===== src/sspis_params.svh =====
/*
 * Constants for the clocked serial slave channel: field positions, reset values and
 * counts. Assumes it is included by its bare name from the package and the module.
 */
`ifndef SSPIS_PARAMS_SVH
`define SSPIS_PARAMS_SVH

`define SSPIS_DATA_W        16
`define SSPIS_DIV_MSB       15
`define SSPIS_DIV_LSB       9
`define SSPIS_PRS_W         4
`define SSPIS_PRS_SEL_BIT   15
`define SSPIS_BITS_PER_XFER 4'h8
`define SSPIS_SCLK_RATIO    6
`define SSPIS_DATA_RST      16'h0000
`define SSPIS_PRE_RST       16'h0000

`endif


===== src/sspis_pkg.sv =====
/*
 * Types shared by the clocked serial slave channel.
 * Assumes the parameter header is on the include path.
 */
`include "sspis_params.svh"

package sspis_pkg;

  typedef enum logic [2:0] {
    SSPIS_IDLE  = 3'b001,
    SSPIS_SHIFT = 3'b010,
    SSPIS_DONE  = 3'b100
  } sspis_state_type;

  typedef logic [`SSPIS_DATA_W-1:0] sspis_word_type;

endpackage


===== src/sspis_slave.sv =====
/*
 * Slave transmit/receive channel of a simple clocked serial link, with the operation
 * clock enable derived from a prescaled system clock, and the master baud figure counted on that enable.
 * Assumes an external master drives the serial clock and select, and that software
 * reaches data and status through the plain ports below.
 */
`timescale 1ns/1ns
`default_nettype none
`include "sspis_params.svh"

module sspis_slave (
  input  wire logic                              clk_i,
  input  wire logic                              rst_i,
  input  wire logic                              enable_i,
  input  wire logic                              prescaler_select_bit_i,
  input  wire logic [`SSPIS_PRS_W-1:0]           prescale_field_low_i,
  input  wire logic [`SSPIS_PRS_W-1:0]           prescale_field_high_i,
  input  wire logic                              interrupt_source_select_i,
  input  wire logic                              data_phase_bit_i,
  input  wire logic                              clock_polarity_bit_i,
  input  wire logic                              msb_first_i,
  input  wire logic                              wr_valid_i,
  output logic                                   wr_ready_o,
  input  wire sspis_pkg::sspis_word_type         wr_data_i,
  input  wire logic                              rd_strobe_i,
  output logic [7:0]                             rd_data_o,
  output logic [7:0]                             rx_data_o,
  output logic                                   rx_valid_o,
  input  wire logic                              rx_ready_i,
  output logic                                   buffer_full_flag_o,
  output logic                                   busy_o,
  output logic                                   overrun_o,
  output logic                                   intr_o,
  output logic                                   master_sck_toggle_o,
  input  wire logic                              sck_i,
  input  wire logic                              sel_n_i,
  input  wire logic                              sdi_i,
  output logic                                   sdo_o,
  output logic                                   sdo_oe_o
);
  import sspis_pkg::*;

  function automatic logic [15:0] sspis_mask(input logic [3:0] k);
    sspis_mask = 16'(({1'b0, 16'hFFFF} >> (5'd16 - {1'b0, k})));
  endfunction

  // ************************************************************
  // Operation clock enable
  // ************************************************************
  logic [15:0] pre_cnt_q;
  logic [3:0]  pre_k;
  logic        mck_en;

  assign pre_k  = prescaler_select_bit_i ? prescale_field_high_i : prescale_field_low_i;
  assign mck_en = ((pre_cnt_q & sspis_mask(pre_k)) == 16'h0000);

  always_ff @(posedge clk_i) begin
    if (rst_i) begin
      pre_cnt_q <= `SSPIS_PRE_RST;
    end else begin
      pre_cnt_q <= pre_cnt_q + 16'h0001;
    end
  end

  // ************************************************************
  // Transmit holding register and master baud counter
  // ************************************************************
  sspis_word_type data_q;
  logic           bff_q;
  logic [6:0]     baud_q;
  logic           load;
  logic           rx_push;
  logic           bfree_pulse;

  assign wr_ready_o = 1'b1;
  assign rd_data_o  = data_q[7:0];

  always_ff @(posedge clk_i) begin
    if (rst_i) begin
      data_q <= `SSPIS_DATA_RST;
    end else if (wr_valid_i) begin
      data_q <= wr_data_i;
    end
  end

  // Master baud counter: divider plus one operation clocks per half period.
  // A count already past a newly lowered divider wraps at once, not after 127.
  always_ff @(posedge clk_i) begin
    if (rst_i) begin
      baud_q              <= 7'h00;
      master_sck_toggle_o <= 1'b0;
    end else if (mck_en) begin
      if (baud_q >= data_q[`SSPIS_DIV_MSB:`SSPIS_DIV_LSB]) begin
        baud_q              <= 7'h00;
        master_sck_toggle_o <= ~master_sck_toggle_o;
      end else begin
        baud_q <= baud_q + 7'h01;
      end
    end
  end

  // ************************************************************
  // Pin synchronisers and edge detection
  // ************************************************************
  logic [1:0] sck_sync_q;
  logic [1:0] sel_sync_q;
  logic [1:0] sdi_sync_q;
  logic       sck_last_q;
  logic       sck_lvl;
  logic       lead_edge;
  logic       trail_edge;

  always_ff @(posedge clk_i) begin
    if (rst_i) begin
      sck_sync_q <= 2'h3;
      sel_sync_q <= 2'h3;
      sdi_sync_q <= 2'h0;
    end else begin
      sck_sync_q <= {sck_sync_q[0], sck_i};
      sel_sync_q <= {sel_sync_q[0], sel_n_i};
      sdi_sync_q <= {sdi_sync_q[0], sdi_i};
    end
  end

  // Edges are taken only on operation clock enables, so a master faster than
  // one sixth of that clock loses edges; that limit is the master's to keep.
  always_ff @(posedge clk_i) begin
    if (rst_i) begin
      // Rest level of a non-reversed clock, so reset shows no false edge.
      sck_last_q <= 1'b1;
    end else if (mck_en) begin
      sck_last_q <= sck_sync_q[1];
    end
  end

  assign sck_lvl    = sck_sync_q[1] ^ clock_polarity_bit_i;
  assign lead_edge  = mck_en && (sck_lvl != (sck_last_q ^ clock_polarity_bit_i)) && !sck_lvl;
  assign trail_edge = mck_en && (sck_lvl != (sck_last_q ^ clock_polarity_bit_i)) && sck_lvl;

  // ************************************************************
  // Shift engine
  // ************************************************************
  sspis_state_type state_q;
  logic [7:0]      shift_q;
  logic [3:0]      bits_q;
  logic            out_edge;
  logic            in_edge;
  logic            last_bit;

  // Phase 1 moves output to the trailing edge of the previous half period.
  assign out_edge = data_phase_bit_i ? trail_edge : lead_edge;
  assign in_edge  = data_phase_bit_i ? lead_edge : trail_edge;
  assign load     = (state_q == SSPIS_IDLE) && enable_i && !sel_sync_q[1];
  assign last_bit = in_edge && (bits_q == `SSPIS_BITS_PER_XFER - 4'h1);

  always_ff @(posedge clk_i) begin
    if (rst_i) begin
      state_q <= SSPIS_IDLE;
      shift_q <= 8'h00;
      bits_q  <= 4'h0;
      sdo_o   <= 1'b0;
    end else begin
      case (state_q)
        SSPIS_IDLE: begin
          if (load) begin
            shift_q <= data_q[7:0];
            bits_q  <= 4'h0;
            sdo_o   <= data_phase_bit_i ? (msb_first_i ? data_q[7] : data_q[0]) : sdo_o;
            state_q <= SSPIS_SHIFT;
          end
        end
        SSPIS_SHIFT: begin
          if (sel_sync_q[1] || !enable_i) begin
            state_q <= SSPIS_IDLE;
          end else begin
            if (out_edge && !(data_phase_bit_i && bits_q == 4'h0)) begin
              sdo_o <= msb_first_i ? shift_q[7] : shift_q[0];
            end
            if (in_edge) begin
              shift_q <= msb_first_i ? {shift_q[6:0], sdi_sync_q[1]}
                                     : {sdi_sync_q[1], shift_q[7:1]};
              bits_q  <= bits_q + 4'h1;
              if (last_bit) begin
                state_q <= SSPIS_DONE;
              end
            end
          end
        end
        SSPIS_DONE: begin
          state_q <= SSPIS_IDLE;
        end
        default: begin
          state_q <= SSPIS_IDLE;
        end
      endcase
    end
  end

  assign busy_o   = (state_q != SSPIS_IDLE);
  assign sdo_oe_o = busy_o;

  // ************************************************************
  // Receive buffer: two entries, so a stalled reader loses no word until a third arrives
  // ************************************************************
  logic [7:0] rxb_q [2];
  logic [1:0] rx_cnt_q;
  logic       rx_pop;
  logic       rx_rd;

  assign rx_push    = (state_q == SSPIS_DONE);
  assign rx_rd      = rx_ready_i || rd_strobe_i;
  assign rx_pop     = rx_rd && (rx_cnt_q != 2'h0);
  assign rx_valid_o = (rx_cnt_q != 2'h0);
  assign rx_data_o  = rxb_q[0];

  always_ff @(posedge clk_i) begin
    if (rst_i) begin
      rxb_q[0] <= 8'h00;
      rxb_q[1] <= 8'h00;
      rx_cnt_q <= 2'h0;
    end else begin
      if (rx_pop) begin
        rxb_q[0] <= (rx_push && rx_cnt_q == 2'h1) ? shift_q : rxb_q[1];
      end else if (rx_push && rx_cnt_q == 2'h0) begin
        rxb_q[0] <= shift_q;
      end
      if (rx_push && (rx_cnt_q - 2'(rx_pop)) == 2'h1) begin
        rxb_q[1] <= shift_q;
      end
      if (rx_push && !(rx_cnt_q == 2'h2 && !rx_pop)) begin
        rx_cnt_q <= rx_cnt_q + 2'h1 - 2'(rx_pop);
      end else begin
        rx_cnt_q <= rx_cnt_q - 2'(rx_pop);
      end
    end
  end

  // ************************************************************
  // Status and interrupt
  // ************************************************************
  // A byte landing in the same cycle as the clearing read keeps the flag set.
  always_ff @(posedge clk_i) begin
    if (rst_i) begin
      bff_q     <= 1'b0;
      overrun_o <= 1'b0;
    end else begin
      bff_q     <= rx_push || (bff_q && !rd_strobe_i);
      overrun_o <= overrun_o || (rx_push && rx_cnt_q == 2'h2 && !rx_pop);
    end
  end

  assign bfree_pulse = load;

  // Select is read live each cycle so a change before the last bit takes effect.
  always_ff @(posedge clk_i) begin
    if (rst_i) begin
      intr_o <= 1'b0;
    end else begin
      intr_o <= interrupt_source_select_i ? bfree_pulse : rx_push;
    end
  end

  assign buffer_full_flag_o = bff_q;

endmodule
`default_nettype wire


===== config.mk =====
export PLATFORM = sky130hd
export DESIGN_NAME = sspis_slave
export DESIGN_NICKNAME = d
export VERILOG_FILES = /design/src/sspis_pkg.sv /design/src/sspis_slave.sv
export VERILOG_INCLUDE_DIRS = /design/src
export SDC_FILE = /design/constraint.sdc
export NUM_CORES = 1
export LEC_CHECK = 0
export ABC_CLOCK_PERIOD_IN_PS = 8900
export CAP_MARGIN = 20
export CORE_MARGIN = 5
export CORE_UTILIZATION = 68
export CTS_CLUSTER_SIZE = 8
export DETAILED_ROUTE_END_ITERATION = 10
export DONT_BUFFER_PORTS = 1
export PLACE_DENSITY_LB_ADDON = 0.12
export SYNTH_ARGS = -nofsm -noshare
export SYNTH_HDL_FRONTEND = slang
export SYNTH_SLANG_ARGS = --single-unit

===== constraint.sdc =====
create_clock -name clk_i -period 8.9 [get_ports clk_i]
set_input_delay 1.335 -clock clk_i [delete_from_list [all_inputs] [get_ports clk_i]]
set_output_delay 1.335 -clock clk_i [all_outputs]
set_load 0.05 [all_outputs]

==> summary.md <==
| Metric | Value |
|---|---|
| IO buf count | `0` |
| Vias in the first global route | `2929` |
| Initial DRC count | `roughly 140` |
| Yosys cell types | `61` |
| Worst skew pair latency | `between 0.3 and 0.4 ns` |
| TNS Setup | `0 ns` |
| Final Cell Area | `4510 um2` |
| Pins Over Slew Limit | `0` |
| Synth area leader | `dfxtp_1` |
| Reg power frac | `0.528` |
| Hold Vio Cnt, Final | `0` |
| First-pass GRT wire length | `~14000 um` |
| Cell Area, Placed | `4300 um2` |
| Final nets | `~510` |
| Core ar. | `approximately 6300 um2` |
| Max Root-Sink Buffers | `2` |
| CP required | `9.16 ns` |
| Worst Path Max Fanout | `12` |
| ANT nets after route | `0` |
| Crit path kind | `input pin to flip-flop` |
| Synth Flop Type | `dfxtp_1` |
| Detail Placement HPWL | `slightly below 6000 um` |
| GRT overflow | `0` |
| RePlAce Congestion | `0.847` |
| Worst Max-Slew Pin Slew | `0.959 ns` |
| Max_cap viols | `0` |
| Clock slew at reported path FFs | `0.08 ns` |
| Pre-antenna DRT Iters | `4` |
| FMAX | `0.270 GHz` |
| Synth Instances | `between 400 and 500` |
| Die Area | `8200 um2` |
| Leakage | `1.73 nW` |
| Die Span X | `90.5 um` |
| Post-CTS setup buffer count | `0` |
| Cts hold-fix bufs | `0` |
| CTS tree | `done` |
| Final core occ | `0.715` |
| Num rows | `29` |
| DR vias | `about 3200` |
| Total track usage | `0.198` |
| Total power | `approximately 0.0009 W` |
| Routed WL | `8070 um` |
| Starting Density | `0.699` |
| Initial antenna violation count | `0` |
| Setup-failing EPs final | `0` |
| CP arrival | `3.97 ns` |
| Syn_area_per_cell | `9.23 um2` |
| Final Cycle Share | `0.416` |
| Ant. Diodes | `0` |
| Asr flop ratio synth | `0` |
| Share of cells above drive strength 1 | `0.0917` |
| Worst Clk Skew | `between 0.007 and 0.008 ns` |
| Switching Fraction | `0.305` |
| Avg WL per Cell | `15.1 um` |
| TritonCTS Buffers | `9` |
| Synth top area share | `0.304` |
| Max VDD drop | `0.174 mV` |
| Area Overhead vs Synth | `2.27%` |
| CTS root buf | `clkbuf_8` |
| EDFF count, synth | `16` |
| Hold Path Class | `flip-flop to flip-flop` |
| H-tree depth | `3` |
| Clock power frac | `0.322` |
| Synth top area cells | `dfxtp_1 (30%), edfxtp_1 (11%), mux2i_1 (8.6%)` |
| Slew HR | `0.359` |
| # DRC | `0` |
| Pint | `0.000619 W` |
| I/O Pins | `63` |
| Pwr dens | `197 nW/um2` |
| Final min period | `3.70 ns` |
| Die Span Y | `approximately 90 um` |
| Largest net degree at the start of global routing | `77` |
| NetSw | `0.000271 W` |
| Sequential share of the synthesized area | `0.413` |
| Comb pwr share | `0.150` |
| Status | `completed` |
| Yosys warns | `0` |
| Flops & latches, synth | `83` |
| Synth Net Count | `around 530` |
| Clk sinks | `83` |
| Synth Cell Area | `about 4400 um2` |
| Post-cts gate resize count | `0` |
| RSZ-0062 raised after global routing | `no` |
| Vias per std cell | `5.92` |
| Worst setup SP type | `input pin` |
| CP Capture Type | `flip-flop` |
## cell type report
class                           count  area (um2)
Multi-Input combinational cell    337        2290
Clock buffer                       11         131
Sequential cell                    83        1820
Clock inverter                      5        77.6
Timing Repair Buffer                2        15.0
Inverter                           20        75.1
Fill cell                         499        1800
Tap cell                           77        96.3
## flip-flops by register name, indices dropped and copies added, names as in the netlist
| name | flops |
|---|---|
| state_q | 3 |
| sdo_o | 1 |
| master_sck_toggle_o | 1 |
| pre_cnt_q | 16 |
| rx_cnt_q | 2 |
| bits_q | 4 |
| sdi_sync_q | 2 |
| rxb_q | 16 |
| sck_last_q | 1 |
| sel_sync_q | 2 |
| data_q | 15 |
| shift_q | 8 |
| overrun_o | 1 |
| intr_o | 1 |
| sck_sync_q | 2 |
| baud_q | 7 |
| buffer_full_flag_o | 1 |
## worst paths after layout
path,depth (start not counted),slack (ns),end,startpoint
hold / removal,1,0.41,sel_sync_q[1]$_SDFF_PP1_,sel_sync_q[0]$_SDFF_PP1_
setup / recovery,9,5.20,baud_q[3]$_SDFFE_PP0N_,prescaler_select_bit_i
hold reg to reg,1,0.41,sel_sync_q[1]$_SDFF_PP1_,sel_sync_q[0]$_SDFF_PP1_
setup reg to reg,7,6.35,baud_q[3]$_SDFFE_PP0N_,pre_cnt_q[15]$_SDFF_PP0_
## stage by stage
step	worst slack, ns	hold slack [ns]	instances
final	5.20	0.413	535
after global routing	4.90	0.423	535
after CTS	5.21	0.415	535
after detailed placement	4.84	0.395	519
after global placement	4.91	0.395	519
after floorplan	5.11	0.389	478
## critical path, cell delays in order
cell	delay, ns
mux2i_1	0.29
ha_1	0.29
nor2b_1	0.06
a2111oi_0	0.43
o2111ai_1	0.22
o311a_4	0.40
nor3_4	0.51
nand2_2	0.14
o41ai_2	0.28
## logic make-up (layout without fill, tap and decap cells)
group,after synthesis,count (layout),share of synthesized area
flip-flops,83,83,0.413
multiplexers,40,40,0.0964
adder cells (fa/ha/maj),16,16,0.0454
buffers and inverters,58,38,0.0681
XOR/XNOR,23,23,0.0491
AO/OA/AOI/OAI,79,79,0.121
other,1,1,0.000850
AND/OR/NAND/NOR,178,178,0.206
## cells in the final DEF, fill, tap and decap left out, drive strengths merged, types with 9 or more instances in the layout
| master | netlist | layout |
|---|---|---|
| a21oi | 30 | 30 |
| nand2b | 11 | 11 |
| xor2 | 12 | 12 |
| nor2 | 70 | 70 |
| xnor2 | 11 | 11 |
| nand3 | 17 | 17 |
| inv | 20 | 20 |
| edfxtp | 16 | 16 |
| nor3 | 9 | 9 |
| and2 | 11 | 11 |
| nor2b | 12 | 12 |
| clkbuf | 11 | 11 |
| dfxtp | 67 | 67 |
| or2 | 10 | 10 |
| ha | 16 | 16 |
| o21ai | 20 | 20 |
| mux2i | 39 | 39 |
| nand2 | 12 | 12 |
## per-layer routing
metal	routed length, um	track usage	up-vias	share of wire
li1	-	-	1589	-
met5	0	0	-	0
met1	3550	0.250	1493	0.44
met2	4020	0.326	68	0.50
met3	347	0.0442	18	0.043
met4	161	0.0806	0	0.020
## power groups by stage
stage / Clock, W / Sequential, W / Combinational [W]
floorplan: 0 / 0.000433 / 0.000178
global placement: 0 / 0.000478 / 0.000127
detailed placement: 0 / 0.000480 / 0.000133
CTS: 0.000293 / 0.000471 / 0.000134
global route: 0.000313 / 0.000474 / 0.000148
finish: 0.000287 / 0.000470 / 0.000133
## synth_stat cells (12+ instances only)
library cell	n
o21ai_0	20
ha_1	16
nand3_1	17
dfxtp_1	67
inv_1	20
nor2_1	70
nor2b_1	12
a21oi_1	30
buf_4	18
edfxtp_1	16
mux2i_1	38
Power figures use the tool's default switching activity.
